<file path="src/cmd_decoder_regs.svh">
`ifndef CMD_DECODER_REGS_SVH
`define CMD_DECODER_REGS_SVH
// Burst lengths in beats
`define BURST_SHORT 6'h10
`define BURST_LONG 6'h20
// First-cycle opcode on lines 4..0
`define OPC_MULTI 5'h00
`define OPC_PRECHARGE 5'h10
`define OPC_REFRESH 5'h08
`define OPC_SREF_ENTRY 5'h18
`define OPC_WRITE 5'h04
`define OPC_SREF_EXIT 5'h14
`define OPC_MASKED_WRITE 5'h0c
`define OPC_READ 5'h02
`define OPC_COLUMN_SECOND 5'h12
`define OPC_MRW_FIRST 5'h06
`define OPC_MRW_SECOND 5'h16
`define OPC_MRR_FIRST 5'h0e
// Multipurpose operand codes that open a column pair
`define MPC_WRITE_FIFO 7'h07
`define MPC_READ_FIFO 7'h41
`define MPC_READ_CAL 7'h43
`endif

</file>
<file path="src/cmd_decoder_pkg.sv">
/*
  Types shared by the command decoder.
  Assumes the constants header is included by the modules.
*/
package cmd_decoder_pkg;
  typedef enum logic [3:0]
  {
    op_none = 4'h0,
    op_multi = 4'h1,
    op_precharge = 4'h2,
    op_refresh = 4'h3,
    op_sref_entry = 4'h4,
    op_sref_exit = 4'h5,
    op_write = 4'h6,
    op_masked_write = 4'h7,
    op_read = 4'h8,
    op_mrw = 4'h9,
    op_mrr = 4'ha,
    op_activate = 4'hb,
    op_illegal = 4'hf
  } op_type;

  typedef struct packed
  {
    logic cs;
    logic [5:0] cmd_addr_lines;
  } cmd_bus_type;

  typedef struct packed
  {
    op_type op;
    logic [2:0] bank;
    logic all_banks_flag;
    logic auto_close_flag;
    logic [5:0] burst_len_select;
    logic [16:0] row;
    logic [9:0] column;
    logic [5:0] mode_addr;
    logic [7:0] operand;
  } cmd_out_type;
endpackage : cmd_decoder_pkg

</file>
<file path="src/dram_two_cycle_command_decoder.sv">
/*
  Command bus decoder: chip select plus six command lines, two-cycle commands.
  Assumes the bus is synchronous to core_clk and the controller keeps ordering.
*/
// Operation
// - Commands two cycles, deselect one cycle
// - Don't-care bits ignored by decoder
// - Bank taken from second-cycle lines
// - All-bank bit overrides bank address
// - Auto-precharge bit flagged on accesses
// - Burst bit selects 32 or 16
// - Two lowest column bits read zero
// - Multipurpose encoding decoded
// - Precharge encoding decoded
// - Refresh encoding decoded
// - Column second-half encoding decoded
`timescale 1ns/10ps
`include "cmd_decoder_regs.svh"
module dram_two_cycle_command_decoder
(
  input wire logic core_clk,
  input wire logic rst,
  input cmd_decoder_pkg::cmd_bus_type bus_in,
  input wire logic burst_on_the_fly,
  output cmd_decoder_pkg::cmd_out_type cmd_out_ff,
  output logic cmd_valid_ff,
  output logic order_error_ff
);
  import cmd_decoder_pkg::*;

  typedef enum logic [1:0]
  {
    st_idle = 2'b00,
    st_second = 2'b01
  } state_type;

  // What the pending first half expects next
  typedef enum logic [2:0]
  {
    want_none = 3'h0,
    want_column = 3'h1,
    want_act2 = 3'h2,
    want_mrw2 = 3'h3,
    want_quiet = 3'h4
  } pend_type;

  state_type state_ff, nxt_state;
  pend_type pend_ff, nxt_pend;
  logic [1:0] quiet_ff, nxt_quiet; // Deselects still owed
  logic [5:0] first_bits; // Lines captured in first cycle
  logic first_load;
  cmd_out_type nxt_cmd_out;
  cmd_out_type acc_ff, nxt_acc; // Access awaiting column half
  logic nxt_cmd_valid, nxt_order_error;
  logic [4:0] opc;
  logic [6:0] mpc_op;

  // First half storage lives in the small latch module
  half_latch u_first
  (
    .core_clk(core_clk),
    .rst(rst),
    .load(first_load),
    .d(bus_in.cmd_addr_lines),
    .q(first_bits)
  );

  assign opc = {first_bits[4], first_bits[3], first_bits[2], first_bits[1], first_bits[0]};
  assign mpc_op = {first_bits[5], bus_in.cmd_addr_lines};

  // Next-state decode; cmd lines are only looked at when cs or phase says so
  always_comb
  begin
    nxt_state = state_ff;
    nxt_pend = pend_ff;
    nxt_quiet = quiet_ff;
    nxt_cmd_out = cmd_out_ff;
    nxt_acc = acc_ff;
    nxt_cmd_valid = 1'b0;
    nxt_order_error = order_error_ff;
    first_load = 1'b0;
    unique case (state_ff)
      st_idle:
      begin
        if (bus_in.cs)
        begin
          first_load = 1'b1;
          nxt_state = st_second;
          // Owed deselects not honoured
          if (quiet_ff != 2'h0)
            nxt_order_error = 1'b1;
        end
        else
        begin
          // Deselect: lines are don't-care; counts down owed quiet cycles
          if (quiet_ff != 2'h0)
            nxt_quiet = quiet_ff - 2'h1;
          // A pending pair broken by deselect is an ordering fault
          if (pend_ff != want_none && pend_ff != want_quiet)
          begin
            nxt_order_error = 1'b1;
            nxt_pend = want_none;
          end
        end
      end
      st_second:
      begin
        // Second cycle: cs expected low; cs high here sits outside the table
        nxt_state = st_idle;
        if (bus_in.cs)
          nxt_order_error = 1'b1;
        nxt_cmd_out = cmd_out_ff;
        nxt_cmd_out.op = op_none;
        if (first_bits[0] && !first_bits[1])
        begin
          // Activate-1
          if (pend_ff != want_none)
            nxt_order_error = 1'b1;
          nxt_acc.row[16:10] = 7'h00;
          nxt_acc.row[15:12] = first_bits[5:2];
          nxt_acc.row[11:10] = bus_in.cmd_addr_lines[5:4];
          nxt_acc.bank = bus_in.cmd_addr_lines[2:0];
          nxt_pend = want_act2;
        end
        else if (first_bits[0] && first_bits[1])
        begin
          // Activate-2 completes row
          if (pend_ff != want_act2)
            nxt_order_error = 1'b1;
          else
          begin
            nxt_cmd_out = acc_ff;
            nxt_cmd_out.op = op_activate;
            nxt_cmd_out.row[9:0] = {first_bits[5:2], bus_in.cmd_addr_lines};
            nxt_cmd_valid = 1'b1;
          end
          nxt_pend = want_none;
        end
        else
        begin
          if (pend_ff == want_act2 || pend_ff == want_mrw2)
            if (opc != `OPC_MRW_SECOND || pend_ff != want_mrw2)
              nxt_order_error = 1'b1;
          if (pend_ff == want_column && opc != `OPC_COLUMN_SECOND)
            nxt_order_error = 1'b1;
          nxt_pend = want_none;
          case (opc)
            `OPC_MULTI:
            begin
              nxt_cmd_out.op = op_multi;
              nxt_cmd_out.operand = {1'b0, mpc_op};
              nxt_cmd_valid = 1'b1;
              if (mpc_op == `MPC_WRITE_FIFO || mpc_op == `MPC_READ_FIFO ||
                  mpc_op == `MPC_READ_CAL)
              begin
                nxt_pend = want_column;
                nxt_acc = nxt_cmd_out;
                nxt_cmd_valid = 1'b0;
              end
              else
                nxt_quiet = 2'h2;
            end
            `OPC_PRECHARGE, `OPC_REFRESH:
            begin
              nxt_cmd_out.op = (opc == `OPC_PRECHARGE) ? op_precharge : op_refresh;
              nxt_cmd_out.all_banks_flag = first_bits[5];
              // All-bank: bank address is ignored
              nxt_cmd_out.bank = first_bits[5] ? 3'h0 : bus_in.cmd_addr_lines[2:0];
              nxt_cmd_valid = 1'b1;
            end
            `OPC_SREF_ENTRY, `OPC_SREF_EXIT:
            begin
              nxt_cmd_out.op = (opc == `OPC_SREF_ENTRY) ? op_sref_entry : op_sref_exit;
              nxt_cmd_valid = 1'b1;
            end
            `OPC_WRITE, `OPC_MASKED_WRITE, `OPC_READ:
            begin
              nxt_acc = cmd_out_ff;
              nxt_acc.op = (opc == `OPC_WRITE) ? op_write :
                           (opc == `OPC_READ) ? op_read : op_masked_write;
              nxt_acc.bank = bus_in.cmd_addr_lines[2:0];
              nxt_acc.auto_close_flag = bus_in.cmd_addr_lines[5];
              nxt_acc.column = 10'h000;
              nxt_acc.column[9] = bus_in.cmd_addr_lines[4];
              // Masked write is fixed at 16; line five is only a burst bit elsewhere
              if (opc != `OPC_MASKED_WRITE && burst_on_the_fly && first_bits[5])
                nxt_acc.burst_len_select = `BURST_LONG;
              else
                nxt_acc.burst_len_select = `BURST_SHORT;
              nxt_pend = want_column;
            end
            `OPC_MRR_FIRST:
            begin
              nxt_acc = cmd_out_ff;
              nxt_acc.op = op_mrr;
              nxt_acc.mode_addr = bus_in.cmd_addr_lines;
              nxt_pend = want_column;
            end
            `OPC_MRW_FIRST:
            begin
              nxt_acc = cmd_out_ff;
              nxt_acc.op = op_mrw;
              nxt_acc.mode_addr = bus_in.cmd_addr_lines;
              nxt_acc.operand = {first_bits[5], 7'h00};
              nxt_pend = want_mrw2;
            end
            `OPC_MRW_SECOND:
            begin
              if (pend_ff == want_mrw2)
              begin
                nxt_cmd_out = acc_ff;
                nxt_cmd_out.operand[6:0] = {first_bits[5], bus_in.cmd_addr_lines};
                nxt_cmd_valid = 1'b1;
              end
            end
            `OPC_COLUMN_SECOND:
            begin
              if (pend_ff != want_column)
                nxt_order_error = 1'b1;
              else
              begin
                nxt_cmd_out = acc_ff;
                // Low two column bits never sent
                nxt_cmd_out.column[8:0] = {first_bits[5], bus_in.cmd_addr_lines, 2'b00};
                nxt_cmd_valid = 1'b1;
              end
            end
            default:
            begin
              // Reserved encodings mark the op illegal and raise the fault flag, with no valid
              nxt_cmd_out.op = op_illegal;
              nxt_order_error = 1'b1;
            end
          endcase
        end
      end
      default:
      begin
        nxt_state = st_idle;
      end
    endcase
  end

  // Register everything; fault flag sticks until reset (reinit)
  always_ff @(posedge core_clk or posedge rst)
  begin
    if (rst)
    begin
      state_ff <= st_idle;
      pend_ff <= want_none;
      quiet_ff <= 2'h0;
      cmd_out_ff <= '0;
      acc_ff <= '0;
      cmd_valid_ff <= 1'b0;
      order_error_ff <= 1'b0;
    end
    else
    begin
      state_ff <= nxt_state;
      pend_ff <= nxt_pend;
      quiet_ff <= nxt_quiet;
      cmd_out_ff <= nxt_cmd_out;
      acc_ff <= nxt_acc;
      cmd_valid_ff <= nxt_cmd_valid;
      order_error_ff <= nxt_order_error;
    end
  end
endmodule : dram_two_cycle_command_decoder

</file>
<file path="src/half_latch.sv">
/*
  Holds the first half of a two-cycle command.
  Assumes a synchronous load strobe.
*/
`timescale 1ns/10ps
module half_latch
(
  input wire logic core_clk,
  input wire logic rst,
  input wire logic load,
  input wire logic [5:0] d,
  output logic [5:0] q
);
  logic [5:0] nxt_q;
  // Next value
  always_comb
  begin
    nxt_q = load ? d : q;
  end
  // Store
  always_ff @(posedge core_clk or posedge rst)
  begin
    if (rst)
      q <= 6'h00;
    else
      q <= nxt_q;
  end
endmodule : half_latch
</file>
<file path="config.mk">
export PLATFORM = sky130hd
export DESIGN_NAME = dram_two_cycle_command_decoder
export DESIGN_NICKNAME = d
export VERILOG_FILES = /design/src/cmd_decoder_pkg.sv /design/src/dram_two_cycle_command_decoder.sv /design/src/half_latch.sv
export VERILOG_INCLUDE_DIRS = /design/src /design/src/src
export SDC_FILE = /design/constraint.sdc
export NUM_CORES = 1
export LEC_CHECK = 0
export ABC_AREA = 1
export BUFFER_PORTS_ARGS = -buffer_cell sky130_fd_sc_hd__buf_2
export CORE_MARGIN = 4
export CORE_UTILIZATION = 40
export DETAILED_ROUTE_END_ITERATION = 12
export PLACE_DENSITY = 0.58
export SLEW_MARGIN = 20
export SYNTH_ARGS = -nofsm -noshare
export SYNTH_HDL_FRONTEND = slang
export SYNTH_SLANG_ARGS = --single-unit
</file>
<file path="constraint.sdc">
create_clock -name core_clk -period 3.95 [get_ports core_clk]
set_input_delay 0.79 -clock core_clk [delete_from_list [all_inputs] [get_ports core_clk]]
set_output_delay 0.79 -clock core_clk [all_outputs]
set_load 0.02 [all_outputs]
</file>
# ---- After elaboration in Yosys (flattened, before gate mapping)
# Cells that the tools add are included.
dict set report totals {
  register_bits 127
  inputBits 10
  out_inout_bits 58
  elab_cells 165
}
dict set report classes {
  add_sub_neg 1
  eq_ne 41
  muxes 60
  bitwise_logic 2
  n_reduce_logical 36
}
# op count
set op_table {}
lappend op_table {{two-way mux 56 bit} 6}
lappend op_table {{case mux 56 bit (4 select lines)} 1}
lappend op_table {{case mux 40 bit (2 select lines)} 1}
lappend op_table {{two-way mux 52 bit} 1}
lappend op_table {{equality test 5 bit (second input constant)} 5}
lappend op_table {{two-way mux 1 bit} 24}
lappend op_table {{case mux 4 bit (6 select lines)} 1}
lappend op_table {{case mux 8 bit (3 select lines)} 1}
lappend op_table {{two-way mux 2 bit} 10}
lappend op_table {{!= test 2 bit (second input constant)} 10}
lappend op_table {{!= test 3 bit (second input constant)} 6}
lappend op_table {{AND reduction 6 bit} 3}
lappend op_table {{equality test 5 x 4 -> 1 bit (second input constant)} 3}
lappend op_table {{equality test 7 bit (second input constant)} 2}
lappend op_table {{two-way mux 3 bit} 4}
lappend op_table {{case mux 4 bit (3 select lines)} 1}
lappend op_table {{nonzero test 4 bit} 3}
lappend op_table {{OR reduction 11 bit} 1}
lappend op_table {{equality test 5 x 3 -> 1 bit (second input constant)} 2}
lappend op_table {{!= test 5 bit (second input constant)} 2}
lappend op_table {{two-way mux 4 bit} 2}
lappend op_table {{OR reduction 4 bit} 2}
lappend op_table {{equality test 7 x 3 -> 1 bit (second input constant)} 1}
lappend op_table {{two-way mux 7 bit} 1}
lappend op_table {{31 further kinds} 47}

# ---- Logic depth before layout (Yosys ltp)
# Gate-level depths: netlist of the first run.
dict set report logic_depth {
  depth_word 10
  depth_mapped 13
  ltp_nobuf 12
}

# ---- By module
# From an unflattened synthesis of the first run, not the netlist that was laid out.
dict set report hier_totals {
  cells_unflattened 773
  hier_area_um2 6072.1
}
# module n_inst cells_each area_each_um2 seq_area_each_um2
set by_module_without_submodules {}
lappend by_module_without_submodules {dram_two_cycle_command_decoder 1 747 5846.9 2977.9}
lappend by_module_without_submodules {half_latch 1 26 225.2 150.1}

# ---- Worst setup path before layout of the first run
# OpenSTA, ideal clock, no wires.
dict set report synth_path {
  path_kind {input to register}
  startpoint {input bus_in[1] (netlist bit)}
  endpoint {register acc_ff[10] (netlist bit)}
  setup_ns 0.065
  t_arrival_ns 1.920
  required_time_ns 3.885
  slack_ns 1.965
  stages 10
  n_path_buf 2
  cell_sequence {clkbuf_1 nand2_1 nand2_1 nand3_1 o21ai_1 nand2_1 inv_2 clkbuf_1 nand2_1 nand2_1}
}
dict set report synth_via {
  elab_chain_len 5
  word_cells_on_any_way 7
  cone_classes {eq/ne (4); reduce/logical (3)}
}
# element line
set synth_rtl {}
lappend synth_rtl {{from (decl)} dram_two_cycle_command_decoder.sv:23} ;# input cmd_decoder_pkg::cmd_bus_type bus_in,
lappend synth_rtl {{equality test 7 x 3 -> 1 bit (no source line) or equality test 7 bit (tied branches)} n/a}
lappend synth_rtl {{logical OR 1 bit (no source line)} n/a}
lappend synth_rtl {{logical OR 1 bit (no source line) *} n/a}
lappend synth_rtl {{!= test 2 bit (no source line) *} n/a}
lappend synth_rtl {{AND reduction 5 bit (no source line) *} n/a}
lappend synth_rtl {{to (signal assigned)} dram_two_cycle_command_decoder.sv:263} ;# acc_ff <= nxt_acc;
lappend synth_rtl {{to (decl)} dram_two_cycle_command_decoder.sv:53} ;# cmd_out_type acc_ff, nxt_acc;
# Mark *: on every way between the ends. The rest lies on a longest branch, timed or not.
# A chain may end at the register's enable or synchronous reset.

# ---- Worst setup path in the final report of the first run
dict set report layout_path {
  startpoint {register u_first.q[0]}
  endpoint {register cmd_out_ff[11] (netlist bit)}
}
dict set report layout_via {
  elab_chain_len 3
  word_cells_on_any_way 12
  cone_classes {eq/ne (5); mux (2); bitwise (1); reduce/logical (4)}
}
# element line
set layout_rtl {}
lappend layout_rtl {{from (decl)} half_latch.sv:12} ;# output logic [5:0] q
lappend layout_rtl {{from (signal assigned)} half_latch.sv:26} ;# q <= nxt_q;
lappend layout_rtl {{equality test 5 bit, or another cell as far along} dram_two_cycle_command_decoder.sv:147} ;# case (opc)
lappend layout_rtl {{!= test 3 bit (no source line), or another cell as far along} n/a}
lappend layout_rtl {{AND reduction 6 bit (no source line) or two-way mux 56 bit (tied branches)} n/a}
lappend layout_rtl {{to (signal assigned)} dram_two_cycle_command_decoder.sv:262} ;# cmd_out_ff <= nxt_cmd_out;
lappend layout_rtl {{to (decl)} dram_two_cycle_command_decoder.sv:25} ;# output cmd_decoder_pkg::cmd_out_type cmd_out_ff,
# Several ways; a longest one is shown, not always the timed one.

==> results of run 1 <==
[area by class of cell]
type	instances	area share
Clock buffer	18	0.0606
Multi-Input combinational cell	597	0.364
Sequential cell	125	0.432
Timing Repair Buffer	73	0.0542
Tap cell	188	0.0325
Clock inverter	14	0.0299
Inverter	51	0.0269
[cell families (layout without fill, tap and decap cells)]
logic type | after synthesis | in the layout | synth area share
buffers and inverters | 86 | 156 | 0.0613
AOI/OAI and AO/OA | 113 | 113 | 0.0996
and+or+nand+nor | 483 | 483 | 0.328
DFF | 125 | 125 | 0.509
adders and majority gates | 1 | 1 | 0.00204
[per-stage QoR]
| stage | hold WS, ns | setup slack [ns] |
|---|---|---|
| after detailed placement | 0.465 | 1.24 |
| after CTS | 0.301 | 1.33 |
| after floorplan | 0.449 | 1.62 |
| final | 0.302 | 1.33 |
| after global placement | 0.461 | 1.31 |
| after global routing | 0.307 | 1.09 |
[registers in the layout, summed over array words and instances (netlist names)]
name / count
cmd_out_ff: 56
u_first.q: 6
acc_ff: 56
cmd_valid_ff: 1
order_error_ff: 1
quiet_ff: 2
state_ff: 1
pend_ff: 2
[power by group]
group,total (mW),switching (mW),internal (mW)
Sequential,1.82,0.226,1.59
Clock,1.74,0.603,1.14
Combinational,1.03,0.705,0.326
Total,4.59,1.53,3.05
[cells in the mapped netlist]
cell type    n
o21ai_0     64
nand2_2      5
a31oi_1      2
nand2_4      2
buf_1        2
o211ai_1     3
a21oi_4      1
o31ai_1      1
buf_2       16
clkbuf_1     8
ha_1         1
nand2_1    346
and2_1       1
nand3_1     79
buf_4        9
nor2_4       4
nor3_1       2
o22ai_1      7
a21boi_0     1
dfrtp_1    125
o21ai_1     10
nand3_2      3
inv_2       11
nor2_1      33
a21oi_1     23
inv_1       40
nand4_1      2
o21ai_4      1
nor2_2       6
[path summary, 6_finish.rpt]
check	cells past startpoint	to	startpoint	slack, ns
max in group asynchronous	3	cmd_out_ff[55]	rst	2.95
hold reg to reg	2	acc_ff[8]	acc_ff[8]	0.48
setup / recovery	10	cmd_out_ff[11]	u_first.q[0]	1.33
hold / removal	2	cmd_out_ff[25]	rst	0.30
min in group core_clk	2	acc_ff[8]	acc_ff[8]	0.48
setup reg to reg	10	cmd_out_ff[11]	u_first.q[0]	1.33
[worst register-to-register path: cells and delay by family, from the launching register on]
| family | cells | cell delay (ns) |
|---|---|---|
| and+or+nand+nor | 7 | 0.84 |
| DFF | 1 | 0.53 |
| buffers and inverters | 2 | 0.99 |
| AOI/OAI and AO/OA | 1 | 0.18 |
[per-layer routing]
layer | wire length [microns] | vias to the layer above | track usage
met3 | 1060 | 20 | 0.0584
met1 | 8360 | 2676 | 0.294
met5 | 0 | - | 0
met2 | 8170 | 154 | 0.320
li1 | - | 2709 | -
met4 | 216 | 0 | 0.0513
==> out/metrics.csv, run 1 <==
metric,value,unit
outcome,"complete, no violations",
worst-path-buf-inv,2,
fp.dieW,132,microns
clk_pin_slew_worst_paths,0.06,ns
hold_viol,0,
crit_path_max_incr_delay,0.58,ns
grt_overflow,0,
setup.worst_path.start_class,flip-flop,
drive_above_1_share,0.158,
insertion_delay,0.43,ns
path_delay_family,buffers and inverters,
first_pass_iters,5,
slew_viol_final,0,
dpl_cell_area,6590,sq um
leakage,3.85,nW
cts_resized,0,
antenna-diode-count,0,
via_count,5559,
cp_cell_sequence,nand2_2 > inv_2 > o21ai_1 > nand3_2 > nor2_4 > nand2_4 > nor2_4 > inv_2 > nand2_1 > nand2_1,
initialDrtViolationCount,547,
cts_buffers,17,
mostFrequentLayoutCell,nand2_1,
crit_fanout,40,
finalSetupViolations,0,
drc,0,
fillers,1541,
die-area,17400,sq um
p_per_area,633,nW/um^2
wl_per_cell,16.7,microns
final_nets,876,
fin_util,0.478,
cts_hold_buf,0,
viasPerCell,5.21,
synth_cell_types,29,
power.total,4.59,mW
instances_no_fill,1066,
multiInputGateArea,2640,sq um
htreeDepth,4,
synthCells,808,
final_area,7240,sq um
yosysSeqAreaShare,0.509,
initial_core_util,0.406,
cts-root-buf,clkbuf_16,
tightest_slew,0.929,ns
drv_cap,0,
critPathSlowestCell,inv_2,
required,4.31,ns
cts.path.max_buffers,2,
yosys.area.top_type,dfrtp_1,
final_cell_mix,"nand2_1 (346), dfrtp_1 (125), nand3_1 (79), buf_2 (67), o21ai_0 (64)",
wl,17.8,mm
grt_pass1_wl,28.9,mm
portBuffers,67,
ys_ff_latch,125,
netlist.area_leader.share,0.509,
synth_area,6140,sq um
seqCellArea,3130,sq um
boundaryPins,68,
clkSinkCount,125,
fp.dieH,132,microns
placementRows,45,
synth_nets,819,
cts_tree,built,
period_share,0.663,
clock_skew,0.00650,ns
setup_tns,0,ns
synth_warnings,0,
hpwl,11.9,mm
slew_headroom,0.379,
period_minus_slack,2.62,ns
grt_use_total,0.209,
hold_class,input port to async pin,
yosys-top-cells-area,"dfrtp_1 (51%), nand2_1 (21%), nand3_1 (6.4%)",
antenna_found_initial,0,
grt_max_degree,53,
antenna_left,0,
cts_setup_buffers,0,
grt_pass1_vias,5298,
cp.arrival,2.98,ns
post-place-cells,1034,
area_delta_synth_final,17.9,%
critPathKind,flip-flop to flip-flop,
peakVddDrop,0.360,mV
rsz0062_at_grt,false,
avgSynthCellArea,7.60,sq um
globalplace.congestion,0.865,
fmax,382,MHz
end_kind,flip-flop,
core,15100,sq um
(Power assumes the default switching activity.)
==> run 2, diff against run 1 <==
--- a/config.mk
+++ b/config.mk
@@ -11,7 +11,7 @@
 export CORE_MARGIN = 4
 export CORE_UTILIZATION = 40
 export DETAILED_ROUTE_END_ITERATION = 12
-export PLACE_DENSITY = 0.58
+export PLACE_DENSITY = 0.56
 export SLEW_MARGIN = 20
 export SYNTH_ARGS = -nofsm -noshare
 export SYNTH_HDL_FRONTEND = slang
==> constraint.sdc (replaced) <==
create_clock -name core_clk -period 2.6 [get_ports core_clk]
set_input_delay 0.52 -clock core_clk [delete_from_list [all_inputs] [get_ports core_clk]]
set_output_delay 0.52 -clock core_clk [all_outputs]
set_load 0.02 [all_outputs]
==> out/metrics.csv, run 2 (synthesis gave the netlist of run 1 again) <==
metric,value,unit
grt_max_degree,59,
cts_setup_buffers,0,
clkSinkCount,125,
fp.dieW,132,microns
die-area,17400,sq um
fillers,1508,
antenna_found_initial,0,
drv_cap,0,
hpwl,13.3,mm
final_nets,889,
p_int,4.43,mW
initial_core_util,0.406,
rr_startpoint,u_first.q[4],
cts_tree,built,
crit_fanout,11,
required,2.90,ns
hold_viol,0,
clock_skew,0.00683,ns
grt_overflow,0,
leakage,3.89,nW
area_delta_synth_final,19.0,%
p_clk_frac,0.349,
portBuffers,67,
fp.dieH,132,microns
p_comb_frac,0.242,
crit_path_start,u_first.q[4],
cts.path.max_buffers,2,
cts_buffers,17,
core,15100,sq um
cp.arrival,2.60,ns
outcome,"complete, no violations",
grt_pass1_wl,31.2,mm
fin_ws,0.304,ns
fmax,436,MHz
grt_pass1_vias,5595,
final_cell_mix,"nand2_1 (346), dfrtp_1 (125), nand3_1 (79), buf_2 (67), o21ai_0 (64)",
cts_resized,0,
peakVddDrop,0.478,mV
cts-root-buf,clkbuf_16,
clk_pin_slew_worst_paths,0.06,ns
period_share,0.883,
p_sw,2.38,mW
period_minus_slack,2.30,ns
placementRows,45,
end_kind,flip-flop,
setup_tns,0,ns
mostFrequentLayoutCell,nand2_1,
final_area,7310,sq um
first_pass_iters,6,
dpl_cell_area,6720,sq um
hold_class,input port to async pin,
p_seq_frac,0.410,
drive_above_1_share,0.167,
viasPerCell,5.28,
antenna-diode-count,0,
critPathKind,flip-flop to flip-flop,
finalSetupViolations,0,
p_sw_frac,0.349,
boundaryPins,68,
cts_hold_buf,0,
grt_use_total,0.226,
wl,19.1,mm
globalplace.congestion,0.940,
wl_per_cell,17.7,microns
insertion_delay,0.42,ns
antenna_left,0,
slew_headroom,0.510,
rsz0062_at_grt,false,
p_per_area,932,nW/um^2
slew_viol_final,0,
fin_util,0.483,
htreeDepth,4,
drc,0,
initialDrtViolationCount,404,
setup.worst_path.start_class,flip-flop,
via_count,5692,
reg_top3,"acc_ff: 56 flops, cmd_out_ff: 56 flops, u_first.q: 6 flops",
tightest_slew,0.735,ns
dp_slack,0.278,ns
## run 2: cell types whose count changed in the layout (fill, tap and decap cells not counted)
cell,previous run,this run
clkinv_4,2,0
buf_12,1,4
buf_4,5,15
bufinv_16,5,2
inv_6,1,2
clkbuf_8,1,3
clkbuf_1,0,2
clkinvlp_4,5,4
## run 2: final timing paths
kind | cells after the start | slack [ns] | endpoint
setup / recovery | 11 | 0.30 | acc_ff[36]
hold / removal | 2 | 0.19 | cmd_out_ff[26]
setup reg to reg | 11 | 0.30 | acc_ff[36]
hold reg to reg | 2 | 0.47 | cmd_out_ff[53]
max in group asynchronous | 3 | 1.70 | cmd_out_ff[50]
min in group core_clk | 4 | 0.46 | acc_ff[45]
## run 2: area by class of cell
class                      count  area [sq um]  area share
sequential                   125          3130       0.428
multi-input combinational    597          2640       0.361
clock buffer                  22           474      0.0649
tap                          188           235      0.0322
clock inverter                 9           110      0.0151
timing repair buffer          86           528      0.0722
inverter                      51           195      0.0267
## run 2: metal layers
layer  wire, microns  track usage  share of wire
met1            8770        0.315           0.46
met2            8850        0.342           0.46
met3            1020       0.0527          0.054
met4             431       0.0916          0.023
met5               0            0              0
## run 2: metrics by stage
step	hold WS (ns)	cells	power (mW)
final	0.187	1078	6.81
after global routing	0.226	1078	7.20
after CTS	0.200	1078	6.86
after detailed placement	0.460	1047	4.47
after global placement	0.459	1047	4.43
after floorplan	0.449	808	3.83
## run 2: critical path, stage by stage (launching register included)
cell	delay, ns
dfrtp_1	0.60
inv_1	0.23
nand2_1	0.17
inv_2	0.07
nand2_2	0.12
nand2_4	0.12
inv_2	0.16
nand3_1	0.12
nand2_1	0.27
inv_2	0.15
nand2_1	0.09
nand2_1	0.06
## run 2: power groups by stage
stage / clock network, mW / logic, mW / registers [mW]
5_1_grt: 2.51 / 1.84 / 2.85
3_3_place_gp: 0 / 1.63 / 2.80
6_report: 2.37 / 1.65 / 2.79
4_1_cts: 2.41 / 1.66 / 2.79
3_5_place_dp: 0 / 1.66 / 2.82
2_1_floorplan: 0 / 0.871 / 2.96
==> run 3, diff against run 2 <==
--- a/config.mk
+++ b/config.mk
@@ -8,10 +8,12 @@
 export LEC_CHECK = 0
 export ABC_AREA = 1
 export BUFFER_PORTS_ARGS = -buffer_cell sky130_fd_sc_hd__buf_2
+export CELL_PAD_IN_SITES_DETAIL_PLACEMENT = 1
+export CELL_PAD_IN_SITES_GLOBAL_PLACEMENT = 2
 export CORE_MARGIN = 4
-export CORE_UTILIZATION = 40
+export CORE_UTILIZATION = 34
 export DETAILED_ROUTE_END_ITERATION = 12
-export PLACE_DENSITY = 0.56
+export PLACE_DENSITY = 0.77
 export SLEW_MARGIN = 20
 export SYNTH_ARGS = -nofsm -noshare
 export SYNTH_HDL_FRONTEND = slang
==> out/metrics.csv, run 3 (synthesis gave the netlist of run 1 again) <==
metric,value,unit
fp.dieW,142,microns
r2r_setup_slack,0.30,ns
cts_buffers,17,
dp_slack,0.0993,ns
clk_pin_slew_worst_paths,0.07,ns
peakVddDrop,0.535,mV
insertion_delay,0.43,ns
fmax,434,MHz
boundaryPins,68,
wl_per_cell,18.3,microns
antenna_left,0,
setup.worst_path.start_class,flip-flop,
crit_fanout,12,
drive_above_1_share,0.172,
cp.arrival,2.67,ns
outcome,"complete, no violations",
htreeDepth,4,
slew_viol_final,0,
first_pass_iters,4,
core,17500,sq um
end_kind,flip-flop,
fin_ws,0.298,ns
grt_overflow,0,
setup_tns,0,ns
globalplace.congestion,0.894,
slew_headroom,0.545,
antenna_found_initial,0,
grt_pass1_wl,33.8,mm
cts_resized,0,
hold_class,input port to async pin,
fp.dieH,142,microns
period_share,0.885,
post-place-cells,1086,
p_per_area,920,nW/um^2
tightest_slew,0.681,ns
cts.path.max_buffers,2,
clkSinkCount,125,
cts_tree,built,
grt_pass1_vias,6168,
cts-root-buf,clkbuf_16,
hpwl,14.4,mm
via_count,5707,
rsz0062_at_grt,false,
area_delta_synth_final,19.6,%
final_cell_mix,"nand2_1 (345), dfrtp_1 (125), nand3_1 (79), buf_2 (67), o21ai_0 (64)",
drc,0,
initialDrtViolationCount,276,
finalSetupViolations,0,
reg2reg_depth,11,
final_nets,891,
grt_max_degree,41,
placementRows,48,
hold_viol,0,
viasPerCell,5.10,
period_minus_slack,2.30,ns
leakage,3.89,nW
instances_no_fill,1118,
mostFrequentLayoutCell,nand2_1,
initial_core_util,0.351,
reg_top3,"acc_ff: 56 flops, cmd_out_ff: 56 flops, u_first.q: 6 flops",
portBuffers,67,
grt_use_total,0.215,
cts_setup_buffers,0,
die-area,20300,sq um
critPathKind,flip-flop to flip-flop,
required,2.96,ns
drv_cap,0,
antenna-diode-count,0,
clock_skew,0.00965,ns
cts_hold_buf,0,
wl,20.4,mm
==> run 3: cell types whose count changed in the layout (fill, tap and decap cells not counted), moves of 2 or more <==
cell,change
buf_4,+3
inv_6,+2
clkinv_4,+3
clkbuf_8,-3
==> run 3: worst max-delay path, cell delays in order (launching register included) <==
cell,delay [ns]
dfrtp_1,0.50
inv_2,0.26
nand2_1,0.15
nor2_2,0.20
nand2_2,0.11
nand2_4,0.16
inv_2,0.12
nand3_1,0.12
nand2_2,0.22
inv_2,0.24
nand2_1,0.08
nand2_1,0.07
==> run 3: path summary, 6_finish.rpt <==
check / from / to
min in group core_clk: burst_on_the_fly / acc_ff[45]
hold reg to reg: cmd_out_ff[54] / cmd_out_ff[54]
max in group asynchronous: rst / cmd_out_ff[45]
setup reg to reg: u_first.q[0] / acc_ff[35]
hold / removal: rst / cmd_out_ff[16]
setup / recovery: u_first.q[0] / acc_ff[35]
==> run 3: cell type report <==
type                            instances  area (sq um)
Clock buffer                           18           429
Clock inverter                         14           138
Fill cell                            2153         10100
Inverter                               51           198
Multi-Input combinational cell        597          2640
Sequential cell                       125          3130
Tap cell                              225           282
Timing Repair Buffer                   88           531
==> run 3: per-stage QoR <==
stage	cell area, sq um	power [mW]	hold WS (ns)	util
after floorplan	6150	3.83	0.449	-
after global placement	6770	4.40	0.459	0.388
after detailed placement	6770	4.48	0.468	0.388
after CTS	7340	6.84	0.190	0.420
after global routing	7340	7.18	0.224	0.420
final	7340	6.76	0.193	0.420
==> run 3: metal layers <==
layer	routed length, microns	global-route usage	vias up	part of all wire
met5	0	0	-	0
met4	382	0.0805	0	0.019
met3	921	0.0386	28	0.045
met2	9540	0.356	118	0.47
met1	9590	0.282	2825	0.47
li1	-	-	2736	-
==> run 3: power breakdown <==
group          internal [mW]  total [mW]  switching [mW]
registers               2.41        2.78           0.365
logic                  0.533        1.66            1.12
clock network           1.33        2.32           0.988
